<file path="config.mk">
export PLATFORM = sky130hd
export DESIGN_NAME = ethernet_host_side_ports
export DESIGN_NICKNAME = d
export VERILOG_FILES = /design/src/include/ethernet_host_side_ports_pkg.sv /design/src/core/ethernet_host_side_ports.sv
export VERILOG_INCLUDE_DIRS = /design/src /design/src/include
export SDC_FILE = /design/constraint.sdc
export NUM_CORES = 1
export LEC_CHECK = 0
export BUFFER_PORTS_ARGS = -buffer_cell sky130_fd_sc_hd__buf_2
export CAP_MARGIN = 20
export CORE_AREA = 2 2 207 209
export CTS_CLUSTER_DIAMETER = 150
export DETAILED_ROUTE_END_ITERATION = 8
export DIE_AREA = 0 0 209 211
export PLACE_DENSITY = 0.72
export SYNTH_ARGS = -nofsm -noshare
export SYNTH_HDL_FRONTEND = slang
export SYNTH_SLANG_ARGS = --single-unit
</file>
<file path="constraint.sdc">
create_clock -name clk_i -period 17.33 [get_ports clk_i]
set_clock_uncertainty 0.15 [all_clocks]
set_input_delay 3.466 -clock clk_i [delete_from_list [all_inputs] [get_ports clk_i]]
set_output_delay 3.466 -clock clk_i [all_outputs]
set_load 0.02 [all_outputs]
</file>
<file path="src/include/ethernet_host_side_ports_defines.svh">
/*
  Constants of the host-side port shell: timing counts, field positions and
  configuration codes. Assumes a 10 MHz system clock.
*/
// Function
// - Processor mode routes configuration through buffer
// - 32-bit lite buses, strobe per byte
// - Write response held until master ready
// - Read data held until master ready
// - Transmit data stream: 32 bits, keep, last
// - Transmit control stream accepted beside data
// - All four streams share one clock
// - Receive data stream with host backpressure
// - Receive status stream under host ready; code lets a one-beat frame taken as status is raised overwrite it unread
// - Each main stream has own reset
// - Bridging streams only in bridging mode
// - Bridging transmit: bytes on device clock
// - Bridging receive: bytes, bad-frame flag high
// - Timer interrupt pulse every 10 ms
// - Transmit time-protocol interrupt after sending
// - Receive time-protocol interrupt after handling
// - Clock output: 32-bit ns, 48-bit s
// - 8 kHz tick locked to clock
// - Management port only for four PHY types
// - Reference clock only with shared logic
// - One subsystem interrupt output
`ifndef ETHERNET_HOST_SIDE_PORTS_DEFINES_SVH
`define ETHERNET_HOST_SIDE_PORTS_DEFINES_SVH

`define CLK_PERIOD_NS 100
`define NS_PER_SECOND 1000000000
`define TIMER_PERIOD_MS 10
`define TIMER_CYCLES (`TIMER_PERIOD_MS * 1000000 / `CLK_PERIOD_NS)
`define ISO_PERIOD_US 125
`define ISO_HALF_CYCLES (`ISO_PERIOD_US * 1000 / `CLK_PERIOD_NS / 2)
`define PTP_FLAG_BIT 31
`define RESP_OKAY 2'h0
`define PHY_MII 3'h0
`define PHY_GMII 3'h1
`define PHY_RGMII 3'h2
`define PHY_SGMII 3'h3
`define PHY_BASEX 3'h4
`define MDC_DIV_BIT 2

`endif

</file>
<file path="src/include/ethernet_host_side_ports_pkg.sv">
/*
  Types of the host-side port shell. Assumes the defines header for values.
*/
package ethernet_host_side_ports_pkg;
  typedef struct packed {
    logic [31:0] data;
    logic [3:0] keep;
    logic last;
  } axis32_s;

  typedef struct packed {
    logic [7:0] data;
    logic user;
    logic last;
  } byte_beat_s;

  typedef struct packed {
    logic [47:0] sec;
    logic [31:0] ns;
  } rtc_s;

  typedef enum logic [1:0] {AXI_IDLE, AXI_RWAIT, AXI_RDATA, AXI_BRESP} axi_state_e;
endpackage : ethernet_host_side_ports_pkg

</file>
<file path="src/core/ethernet_host_side_ports.sv">
/*
  Host-facing shell: lite configuration slave forwarding to the MAC core,
  four 32-bit streams looped internally, bridging byte streams, real-time
  clock with timer and isochronous tick, time-protocol interrupts.
  Assumes every input except rst_b_i is synchronous to clk_i and the core answers a
  configuration read in the cycle of its read strobe.
*/
`timescale 1ns/100ps
`include "ethernet_host_side_ports_defines.svh"
module ethernet_host_side_ports import ethernet_host_side_ports_pkg::*; #(
  parameter int unsigned timer_cycles_p = `TIMER_CYCLES,
  parameter bit bridging_enable_p = 1'b1,
  parameter logic [2:0] phy_type_p = `PHY_GMII,
  parameter bit shared_logic_p = 1'b1
) (
  input wire logic clk_i,
  input wire logic rst_b_i,
  input wire logic processor_mode_i,
  input wire logic [31:0] s_axi_awaddr_i,
  input wire logic s_axi_awvalid_i,
  output logic s_axi_awready_o,
  input wire logic [31:0] s_axi_wdata_i,
  input wire logic [3:0] s_axi_wstrb_i,
  input wire logic s_axi_wvalid_i,
  output logic s_axi_wready_o,
  output logic [1:0] s_axi_bresp_o,
  output logic s_axi_bvalid_o,
  input wire logic s_axi_bready_i,
  input wire logic [31:0] s_axi_araddr_i,
  input wire logic s_axi_arvalid_i,
  output logic s_axi_arready_o,
  output logic [31:0] s_axi_rdata_o,
  output logic [1:0] s_axi_rresp_o,
  output logic s_axi_rvalid_o,
  input wire logic s_axi_rready_i,
  output logic cfg_wr_o,
  output logic cfg_rd_o,
  output logic cfg_to_buffer_o,
  output logic [31:0] cfg_addr_o,
  output logic [31:0] cfg_wdata_o,
  output logic [3:0] cfg_wstrb_o,
  input wire logic [31:0] cfg_rdata_i,
  input wire logic txd_rst_b_i,
  input wire logic txd_valid_i,
  output logic txd_ready_o,
  input wire axis32_s txd_i,
  input wire logic txc_rst_b_i,
  input wire logic txc_valid_i,
  output logic txc_ready_o,
  input wire axis32_s txc_i,
  input wire logic rxd_rst_b_i,
  output logic rxd_valid_o,
  input wire logic rxd_ready_i,
  output axis32_s rxd_o,
  input wire logic rxs_rst_b_i,
  output logic rxs_valid_o,
  input wire logic rxs_ready_i,
  output axis32_s rxs_o,
  output logic bridging_tx_stream_clk_o,
  input wire logic bridging_tx_stream_rst_b_i,
  input wire logic bridging_tx_stream_valid_i,
  output logic bridging_tx_stream_ready_o,
  input wire byte_beat_s bridging_tx_stream_i,
  output logic bridging_rx_stream_clk_o,
  input wire logic bridging_rx_stream_rst_b_i,
  output logic bridging_rx_stream_valid_o,
  output byte_beat_s bridging_rx_stream_o,
  output logic irq_ptp_timer_o,
  output logic irq_ptp_tx_o,
  output logic irq_ptp_rx_o,
  output logic interrupt_o,
  output rtc_s rtc_o,
  output logic isochronous_tick_clock_o,
  output logic mgmt_present_o,
  output logic mdc_o,
  output logic mdio_o,
  output logic mdio_oe_b_o,
  output logic refclk_used_o
);
  localparam bit mgmt_p = (phy_type_p == `PHY_MII) || (phy_type_p == `PHY_GMII) ||
    (phy_type_p == `PHY_RGMII) || (phy_type_p == `PHY_SGMII);

  logic [1:0] rst_sync;
  logic rst_n;

  // Release of the asynchronous reset through two flops
  always_ff @(posedge clk_i or negedge rst_b_i) begin
    if (!rst_b_i) begin
      rst_sync <= 2'h0;
    end else begin
      rst_sync <= {rst_sync[0], 1'b1};
    end
  end
  assign rst_n = rst_sync[1];

  // Configuration slave
  axi_state_e state, next_state;
  logic [31:0] next_rdata;
  logic next_cfg_wr, next_cfg_rd, next_cfg_buf;
  logic [31:0] next_cfg_addr, next_cfg_wdata;
  logic [3:0] next_cfg_wstrb;
  logic aw_take, ar_take;

  // Address and data are taken together so no write half can dangle
  assign aw_take = (state == AXI_IDLE) && s_axi_awvalid_i && s_axi_wvalid_i;
  assign ar_take = (state == AXI_IDLE) && s_axi_arvalid_i && !aw_take;
  assign s_axi_awready_o = aw_take;
  assign s_axi_wready_o = aw_take;
  assign s_axi_arready_o = ar_take;
  assign s_axi_bvalid_o = (state == AXI_BRESP);
  assign s_axi_rvalid_o = (state == AXI_RDATA);
  assign s_axi_bresp_o = `RESP_OKAY;
  assign s_axi_rresp_o = `RESP_OKAY;

  always_comb begin
    next_state = state;
    next_rdata = s_axi_rdata_o;
    next_cfg_wr = 1'b0;
    next_cfg_rd = 1'b0;
    next_cfg_buf = cfg_to_buffer_o;
    next_cfg_addr = cfg_addr_o;
    next_cfg_wdata = cfg_wdata_o;
    next_cfg_wstrb = cfg_wstrb_o;
    case (state)
      AXI_IDLE: begin
        if (aw_take) begin
          next_cfg_wr = 1'b1;
          next_cfg_buf = processor_mode_i;
          next_cfg_addr = s_axi_awaddr_i;
          next_cfg_wdata = s_axi_wdata_i;
          next_cfg_wstrb = s_axi_wstrb_i;
          next_state = AXI_BRESP;
        end else if (ar_take) begin
          next_cfg_rd = 1'b1;
          next_cfg_buf = processor_mode_i;
          next_cfg_addr = s_axi_araddr_i;
          next_state = AXI_RWAIT;
        end
      end
      AXI_RWAIT: begin
        next_rdata = cfg_rdata_i;
        next_state = AXI_RDATA;
      end
      AXI_RDATA: begin
        if (s_axi_rready_i) begin
          next_state = AXI_IDLE;
        end
      end
      AXI_BRESP: begin
        if (s_axi_bready_i) begin
          next_state = AXI_IDLE;
        end
      end
      default: next_state = AXI_IDLE;
    endcase
  end

  always_ff @(posedge clk_i or negedge rst_n) begin
    if (!rst_n) begin
      state <= AXI_IDLE;
      s_axi_rdata_o <= 32'h0;
      cfg_wr_o <= 1'b0;
      cfg_rd_o <= 1'b0;
      cfg_to_buffer_o <= 1'b0;
      cfg_addr_o <= 32'h0;
      cfg_wdata_o <= 32'h0;
      cfg_wstrb_o <= 4'h0;
    end else begin
      state <= next_state;
      s_axi_rdata_o <= next_rdata;
      cfg_wr_o <= next_cfg_wr;
      cfg_rd_o <= next_cfg_rd;
      cfg_to_buffer_o <= next_cfg_buf;
      cfg_addr_o <= next_cfg_addr;
      cfg_wdata_o <= next_cfg_wdata;
      cfg_wstrb_o <= next_cfg_wstrb;
    end
  end

  // Main streams, all on clk_i; transmit data loops to receive data
  axis32_s next_rxd, next_rxs;
  logic next_rxd_valid, next_rxs_valid;
  logic [31:0] byte_count, next_byte_count, beat_bytes;
  logic tx_ptp, next_tx_ptp, rx_ptp, next_rx_ptp;
  logic next_irq_tx, next_irq_rx, next_irq_timer;
  logic txd_take, txc_take, rxd_hand, rxs_hand;

  // Status pending stalls transmit; a one-beat frame taken in the cycle status is raised can overwrite it
  assign txd_ready_o = txd_rst_b_i && rxd_rst_b_i && !rxs_valid_o &&
    (!rxd_valid_o || rxd_ready_i);
  assign txc_ready_o = txc_rst_b_i;
  assign txd_take = txd_valid_i && txd_ready_o;
  assign txc_take = txc_valid_i && txc_ready_o;
  assign rxd_hand = rxd_valid_o && rxd_ready_i;
  assign rxs_hand = rxs_valid_o && rxs_ready_i;
  assign beat_bytes = 32'(rxd_o.keep[0]) + 32'(rxd_o.keep[1]) +
    32'(rxd_o.keep[2]) + 32'(rxd_o.keep[3]);

  always_comb begin
    next_rxd = rxd_o;
    next_rxd_valid = rxd_valid_o && !rxd_hand;
    next_rxs = rxs_o;
    next_rxs_valid = rxs_valid_o && !rxs_hand;
    next_byte_count = byte_count;
    next_tx_ptp = tx_ptp;
    next_rx_ptp = rx_ptp;
    next_irq_tx = 1'b0;
    next_irq_rx = 1'b0;
    if (rxd_hand) begin
      next_byte_count = byte_count + beat_bytes;
      if (rxd_o.last) begin
        next_rxs = '{data: byte_count + beat_bytes, keep: 4'hf, last: 1'b1};
        next_rxs_valid = rxs_rst_b_i;
        next_byte_count = 32'h0;
        next_irq_rx = rx_ptp;
        next_rx_ptp = 1'b0;
      end
    end
    if (txd_take) begin
      next_rxd = txd_i;
      next_rxd_valid = 1'b1;
      if (txd_i.last) begin
        next_irq_tx = tx_ptp;
        next_tx_ptp = 1'b0;
        next_rx_ptp = rx_ptp && !(rxd_hand && rxd_o.last) || tx_ptp;
      end
    end
    // A new marked control word wins over the clear of the previous frame
    if (txc_take && txc_i.data[`PTP_FLAG_BIT]) begin
      next_tx_ptp = 1'b1;
    end
    if (!txc_rst_b_i) begin
      next_tx_ptp = 1'b0;
    end
    if (!rxd_rst_b_i) begin
      next_rxd_valid = 1'b0;
      next_byte_count = 32'h0;
      next_rx_ptp = 1'b0;
    end
    if (!rxs_rst_b_i) begin
      next_rxs_valid = 1'b0;
    end
  end

  // Shared stream clock is clk_i for all four channels
  always_ff @(posedge clk_i or negedge rst_n) begin
    if (!rst_n) begin
      rxd_o <= '0;
      rxd_valid_o <= 1'b0;
      rxs_o <= '0;
      rxs_valid_o <= 1'b0;
      byte_count <= 32'h0;
      tx_ptp <= 1'b0;
      rx_ptp <= 1'b0;
      irq_ptp_tx_o <= 1'b0;
      irq_ptp_rx_o <= 1'b0;
    end else begin
      rxd_o <= next_rxd;
      rxd_valid_o <= next_rxd_valid;
      rxs_o <= next_rxs;
      rxs_valid_o <= next_rxs_valid;
      byte_count <= next_byte_count;
      tx_ptp <= next_tx_ptp;
      rx_ptp <= next_rx_ptp;
      irq_ptp_tx_o <= next_irq_tx;
      irq_ptp_rx_o <= next_irq_rx;
    end
  end

  // Bridging streams: device clock is clk_i divided by two
  logic bclk, next_bclk, bridge_on;
  byte_beat_s held, next_held, next_brx;
  logic held_valid, next_held_valid, next_brx_valid;

  assign bridge_on = bridging_enable_p && bridging_tx_stream_rst_b_i;
  assign bridging_tx_stream_clk_o = bridging_enable_p && bclk;
  assign bridging_rx_stream_clk_o = bridging_enable_p && bclk;
  assign bridging_tx_stream_ready_o = bridge_on;

  always_comb begin
    next_bclk = bridging_enable_p ? !bclk : 1'b0;
    next_held = held;
    next_held_valid = held_valid;
    next_brx = bridging_rx_stream_o;
    next_brx_valid = bridging_rx_stream_valid_o;
    if (!bclk) begin
      // Sample at the rising edge of the driven transmit clock
      next_held = bridging_tx_stream_i;
      next_held_valid = bridging_tx_stream_valid_i && bridge_on;
    end else begin
      // Receive beats change at the falling edge; host cannot stall them
      next_brx = held;
      next_brx_valid = held_valid && bridging_rx_stream_rst_b_i;
    end
    if (!bridging_rx_stream_rst_b_i || !bridging_enable_p) begin
      next_brx_valid = 1'b0;
    end
  end

  always_ff @(posedge clk_i or negedge rst_n) begin
    if (!rst_n) begin
      bclk <= 1'b0;
      held <= '0;
      held_valid <= 1'b0;
      bridging_rx_stream_o <= '0;
      bridging_rx_stream_valid_o <= 1'b0;
    end else begin
      bclk <= next_bclk;
      held <= next_held;
      held_valid <= next_held_valid;
      bridging_rx_stream_o <= next_brx;
      bridging_rx_stream_valid_o <= next_brx_valid;
    end
  end

  // Real-time clock, 10 ms timer and isochronous tick
  rtc_s next_rtc;
  logic [16:0] timer_count, next_timer_count;
  logic [9:0] iso_count, next_iso_count;
  logic next_iso, sec_wrap;
  logic [3:0] mdc_div, next_mdc_div;

  assign sec_wrap = (rtc_o.ns >= 32'(`NS_PER_SECOND - `CLK_PERIOD_NS));

  always_comb begin
    next_rtc.ns = rtc_o.ns + 32'(`CLK_PERIOD_NS);
    next_rtc.sec = rtc_o.sec;
    next_timer_count = timer_count + 17'h1;
    next_irq_timer = 1'b0;
    next_iso_count = iso_count + 10'h1;
    next_iso = isochronous_tick_clock_o;
    next_mdc_div = mdc_div + 4'h1;
    if (sec_wrap) begin
      next_rtc.ns = 32'h0;
      next_rtc.sec = rtc_o.sec + 48'h1;
    end
    if (timer_count >= 17'(timer_cycles_p - 1) || sec_wrap) begin
      // Second rollover realigns the timer to the clock
      next_timer_count = 17'h0;
      next_irq_timer = 1'b1;
    end
    if (iso_count == 10'(`ISO_HALF_CYCLES - 1) || sec_wrap) begin
      next_iso_count = 10'h0;
      next_iso = !isochronous_tick_clock_o && !sec_wrap;
    end
  end

  always_ff @(posedge clk_i or negedge rst_n) begin
    if (!rst_n) begin
      rtc_o <= '0;
      timer_count <= 17'h0;
      irq_ptp_timer_o <= 1'b0;
      iso_count <= 10'h0;
      isochronous_tick_clock_o <= 1'b0;
      mdc_div <= 4'h0;
      interrupt_o <= 1'b0;
    end else begin
      rtc_o <= next_rtc;
      timer_count <= next_timer_count;
      irq_ptp_timer_o <= next_irq_timer;
      iso_count <= next_iso_count;
      isochronous_tick_clock_o <= next_iso;
      mdc_div <= next_mdc_div;
      interrupt_o <= next_irq_timer || next_irq_tx || next_irq_rx;
    end
  end

  // Management pins exist only for the four PHY types
  assign mgmt_present_o = mgmt_p;
  assign mdc_o = mgmt_p && mdc_div[`MDC_DIV_BIT];
  assign mdio_o = 1'b1;
  assign mdio_oe_b_o = 1'b1;
  assign refclk_used_o = shared_logic_p &&
    ((phy_type_p == `PHY_SGMII) || (phy_type_p == `PHY_BASEX));
endmodule : ethernet_host_side_ports

</file>
== Yosys cells after proc, flatten, opt, wreduce, memory -nomap -nowiden ==
Cells that the tools add are included.

* Output and inout port bits: 294
* Bits of input ports: 235
* Word-level logic and storage cells: 143
* Bits in registers: 353

* Magnitude comparators: 2
* Equality and inequality tests: 11
* Reductions and logical operators: 41
* Mux-type cells: 41
* Add/subtract/negate cells: 9

{| class="wikitable"
|+ Operators by type and width
! operator !! number
|-
| two-way mux 32 bit || 6
|-
| adder 48 x 1 -> 48 bit, second input constant || 1
|-
| adder 32 x 4 -> 32 bit || 1
|-
| adder 32 x 7 -> 32 bit, second input constant || 1
|-
| greater-or-equal comparator 32 x 30 -> 1 bit, second input constant || 1
|-
| two-way mux 1 bit || 28
|-
| logical AND 1 bit || 19
|-
| adder 17 x 1 -> 17 bit, second input constant || 1
|-
| greater-or-equal comparator 17 bit, second input constant || 1
|-
| two-way mux 17 bit || 1
|-
| adder 10 x 1 -> 10 bit, second input constant || 1
|-
| == test 10 bit, second input constant || 1
|-
| two-way mux 10 bit || 1
|-
| logical NOT 1 bit || 9
|-
| two-way mux 2 bit || 4
|-
| inequality test 2 x 1 -> 1 bit, second input constant || 4
|-
| case mux 2 bit (4 select lines) || 1
|-
| AND reduction 2 bit || 4
|-
| logical OR 1 bit || 6
|-
| adder 3 x 1 -> 4 bit || 1
|-
| adder 4 x 1 -> 4 bit, second input constant || 1
|-
| == test 2 bit, second input constant || 2
|-
| adder 2 x 1 -> 3 bit || 1
|-
| inequality test 3 x 1 -> 1 bit, second input constant || 1
|-
| 7 further kinds || 7
|}

== Depth between registers and ports, before layout ==
* Depth in word-level cells: 8
* Gate-level depth with buffers: 10
* Mapped depth without buffers: 10

== Least setup slack after synthesis ==
Ideal clock, no wire load.

* Path type: input to output
* From: in s_axi_wvalid_i
* To: out s_axi_wready_o
* Arrival: 4.639 ns
* Slack: 9.075 ns
* Buffers on the path: 3
* Data required time: 13.714 ns
* Stages: 4
* Cell sequence: and3_1 > clkbuf_1 > buf_1 > buf_4

* Longest elaborated chain between the ends: 1

{| class="wikitable"
|+ Ends and longest elaborated chain
! element !! RTL line !! source
|-
| from (decl) || ethernet_host_side_ports.sv:24 || <nowiki>input wire logic s_axi_wvalid_i,</nowiki>
|-
| logical AND 1 bit || ethernet_host_side_ports.sv:105 || <nowiki>assign aw_take = (state == AXI_IDLE) && s_axi_awvalid_i && s_axi_wvalid_i;</nowiki>
|-
| to (decl) || ethernet_host_side_ports.sv:25 || <nowiki>output logic s_axi_wready_o,</nowiki>
|}

Every way passes these cells.

== Worst setup path in the final report ==
* From: in s_axi_wvalid_i
* To: out s_axi_awready_o

* Longest elaborated chain between the ends: 1

{| class="wikitable"
|+ Ends and longest elaborated chain
! element !! RTL line !! source
|-
| logical AND 1 bit || ethernet_host_side_ports.sv:105 ||
|-
| to (decl) || ethernet_host_side_ports.sv:21 || <nowiki>output logic s_axi_awready_o,</nowiki>
|}

Every way passes these cells.

==> impl_metrics.env <==
export IMPL_status="completed"
export IMPL_use_met3_pct=3.33
export IMPL_drc=0
export IMPL_fmax_ghz=0.127
export IMPL_ys_flop_type="dfrtp_1"
export IMPL_grt_pass1_vias=12500
export IMPL_htree_levels=2
export IMPL_yosys_cell_count_top_type="dfrtp_1"
export IMPL_drv_cap=0
export IMPL_postPlaceCellArea_um2=18600
export IMPL_rsz0062_at_grt="false"
export IMPL_synth_distinct_cells=59
export IMPL_ys_seq_area_share_pct=55.7
export IMPL_synth_edf_count=0
export IMPL_overflow=0
export IMPL_drt_pass1_iter_count=7
export IMPL_multi_input_area_um2=6400
export IMPL_pwr_density_cell_nw_per_um2=134
export IMPL_slew_viol_final=0
export IMPL_critPathArrivalTime_ns=4.27
export IMPL_power_frac_seq_pct=41.0
export IMPL_grt_pass1_wl_um=65600
export IMPL_synthTopCellsByCount="dfrtp_1 (349), nand2_1 (254), o21ai_0 (121)"
export IMPL_totalPowerFinal_mw=2.66
export IMPL_register_area_um2=8740
export IMPL_yosysTopAreaCell="dfrtp_1"
export IMPL_cpMaxStageDelayCell="and3_4"
export IMPL_wl_per_cell_um=16.5
export IMPL_tightest_slew_ns=1.01
export IMPL_ir_worst_vdd_mv=0.0802
export IMPL_worstSetupEndpointType="output port"
export IMPL_synthCells=1482
export IMPL_cts_setup_buffers=0
export IMPL_drt_iter0_drc=853
export IMPL_met2_usage_pct=30.7
export IMPL_avgViaCountPerCell=5.01
export IMPL_fill_cells=3837
export IMPL_p_clk_share_pct=30.9
export IMPL_dieArea_um2=44100
export IMPL_nets=2187
export IMPL_rows=75
export IMPL_max_slew_margin_pct=32.3
export IMPL_grt_busiest_layer="met2"
export IMPL_synthArstFlopShare_pct=100
export IMPL_path_clk_slew_ns=0.06
export IMPL_die_w_um=209
export IMPL_critPathMostFrequentCell="buf_2"
export IMPL_hold_buffers=0
export IMPL_critPathLaunchType="input port"
export IMPL_swShare_pct=34.4
export IMPL_syn2layout_area_growth_pct=26.6
export IMPL_cp_top_family="simple AND/OR/NAND/NOR gates"
export IMPL_start_util_pct=37.5
export IMPL_cts_tree="yes"
export IMPL_yosys_warnings=0
export IMPL_layout_drive_gt1_share_pct=33.6
export IMPL_final_setup_viol_count=0
export IMPL_synthTopCellsByArea="dfrtp_1 (56%), nand2_1 (6.1%), mux2_2 (5.1%)"
export IMPL_synth_area_um2=15700
export IMPL_fin_setup_tns_ns=0
export IMPL_slowest_delay_ns=0.44
export IMPL_comb_power_share_pct=28.1
export IMPL_coreArea_um2=41800
export IMPL_io_buffers=482
export IMPL_worstSkewPairLatency_ns=0.55
export IMPL_cts_root_buf="clkbuf_16"
export IMPL_period_share_pct=45.5
export IMPL_cts_repair_resized=0
export IMPL_synth_top_area_share_pct=55.7
export IMPL_postLayoutCellArea_um2=19800
export IMPL_antenna_found_initial=3
export IMPL_place_hpwl_um=29600
export IMPL_finalCriticalPeriod_ns=7.89
export IMPL_ant_nets=0
export IMPL_grt_start_max_net_pins=149
export IMPL_synth_seq_cells=349
export IMPL_ctsLongestPathBuffers=3
export IMPL_wl_um=41400
export IMPL_critical_path_class="input port to output port"
export IMPL_crit_buf_inv=2
export IMPL_switchingPower_mw=0.916
export IMPL_num_vias=12600
export IMPL_globalplace_congestion=0.940
export IMPL_cts_buffers=40
export IMPL_worstPathMaxFanout=24
export IMPL_avgSynthCellArea_um2=10.6
export IMPL_hold_violations=0
export IMPL_grt_usage_pct=18.3
export IMPL_hold_class="flop to flop"
export IMPL_cp_required_ns=13.71
export IMPL_die_y_um=211
export IMPL_p_leak_nw=9.24
export IMPL_clock_sinks=349
export IMPL_cp_cell_sequence="buf_2 > and3_4 > buf_2"
export IMPL_io_pins=529
export IMPL_intPower_mw=1.75
export IMPL_grt_util_met1_pct=23.2
worst paths after layout:
kind	startpoint	end	slack [ns]	depth (start not counted)
min	rst_sync[0]	rst_sync[1]	0.21	0
max in group asynchronous	rst_b_i	rst_sync[1]	14.37	1
min in group asynchronous	rst_sync[1]	s_axi_rdata_o[8]	0.23	0
min reg2reg	rst_sync[0]	rst_sync[1]	0.21	0
max	s_axi_wvalid_i	s_axi_awready_o	9.44	3
max reg2reg	rxd_o[1]	byte_count[24]	13.73	10
registers in the layout (all words and copies together), names as in the netlist, 2 cells and up:
signal,cells
timer_count,17
bridging_rx_stream_o,10
byte_count,32
cfg_wstrb_o,4
held,10
state,2
rxd_o,37
iso_count,10
s_axi_rdata_o,32
rxs_o,33
cfg_addr_o,32
cfg_wdata_o,32
rst_sync,2
rtc_o,78
mdc_div,3
layout make-up:
cell class	instances	area share (%)
sequential	349	44.0
multi-input combinational	1001	32.3
timing repair buffer	498	12.9
clock buffer	58	5.79
tap	539	3.40
inverter	52	0.984
clock inverter	10	0.568
antenna	2	0.0252
worst register-to-register path, cell delays in order (launching register included):
cell and delay (ns):
dfrtp_1 0.41, fa_1 0.54, inv_1 0.05, fa_1 0.41, inv_1 0.09, fa_1 0.27
and2_1 0.26, nand4_1 0.25, or4_1 0.66, or3_1 0.33, o21ai_0 0.08
power by group through the flow:
stage          Sequential, mW  Combinational, mW  Clock, mW
2_1_floorplan            1.30              0.271          0
3_3_place_gp             1.10              0.738          0
3_5_place_dp             1.10              0.753          0
4_1_cts                  1.09              0.755      0.846
5_1_grt                  1.11              0.804      0.874
6_report                 1.09              0.748      0.823
metrics by stage:
| stage | instances | utilization, % | worst slack (ns) | hold WS (ns) |
|---|---|---|---|---|
| final | 2509 | 47.5 | 9.44 | 0.207 |
| after global routing | 2509 | 47.5 | 9.40 | 0.210 |
| after CTS | 2507 | 47.5 | 9.44 | 0.210 |
| after detailed placement | 2439 | 44.5 | 9.44 | 0.188 |
| after global placement | 2438 | 44.4 | 9.45 | 0.188 |
| after floorplan | 1493 | - | 6.73 | 0.181 |
metal layers:
layer	vias to the layer above	wire (um)	share of wire (%)
li1	5964	-	-
met1	6142	17300	42
met2	358	20800	50
met3	92	1900	4.6
met4	2	1360	3.3
met5	-	7	0.017
cells in the final DEF (no fill, tap or decap), types with 8 or more instances in the layout:
master,instances
conb_1,13
nor4_1,14
nand4_1,32
nand2b_1,9
o31ai_1,8
and3_1,19
nand2_1,254
a2111oi_2,19
buf_4,14
nand3_1,45
clkbuf_16,41
a211oi_1,20
and2_1,10
buf_2,482
or3_1,9
clkbuf_1,11
nor2_1,80
o21ai_0,121
a21oi_1,33
xor2_1,76
xnor2_1,45
mux2_2,71
mux2i_1,33
nor3_1,12
inv_1,52
and4_1,9
dfrtp_1,348
cells by family after synthesis:
family                     synth area share [%]
DFF                                        55.7
adders and majority gates                 0.942
xor gates and xnor gates                   6.76
other                                    0.0479
and+or+nand+nor                            15.3
buffers and inverters                      4.03
muxes                                      7.21
AOI/OAI and AO/OA                          10.0
Note: power is estimated with default switching activity, not from simulation.
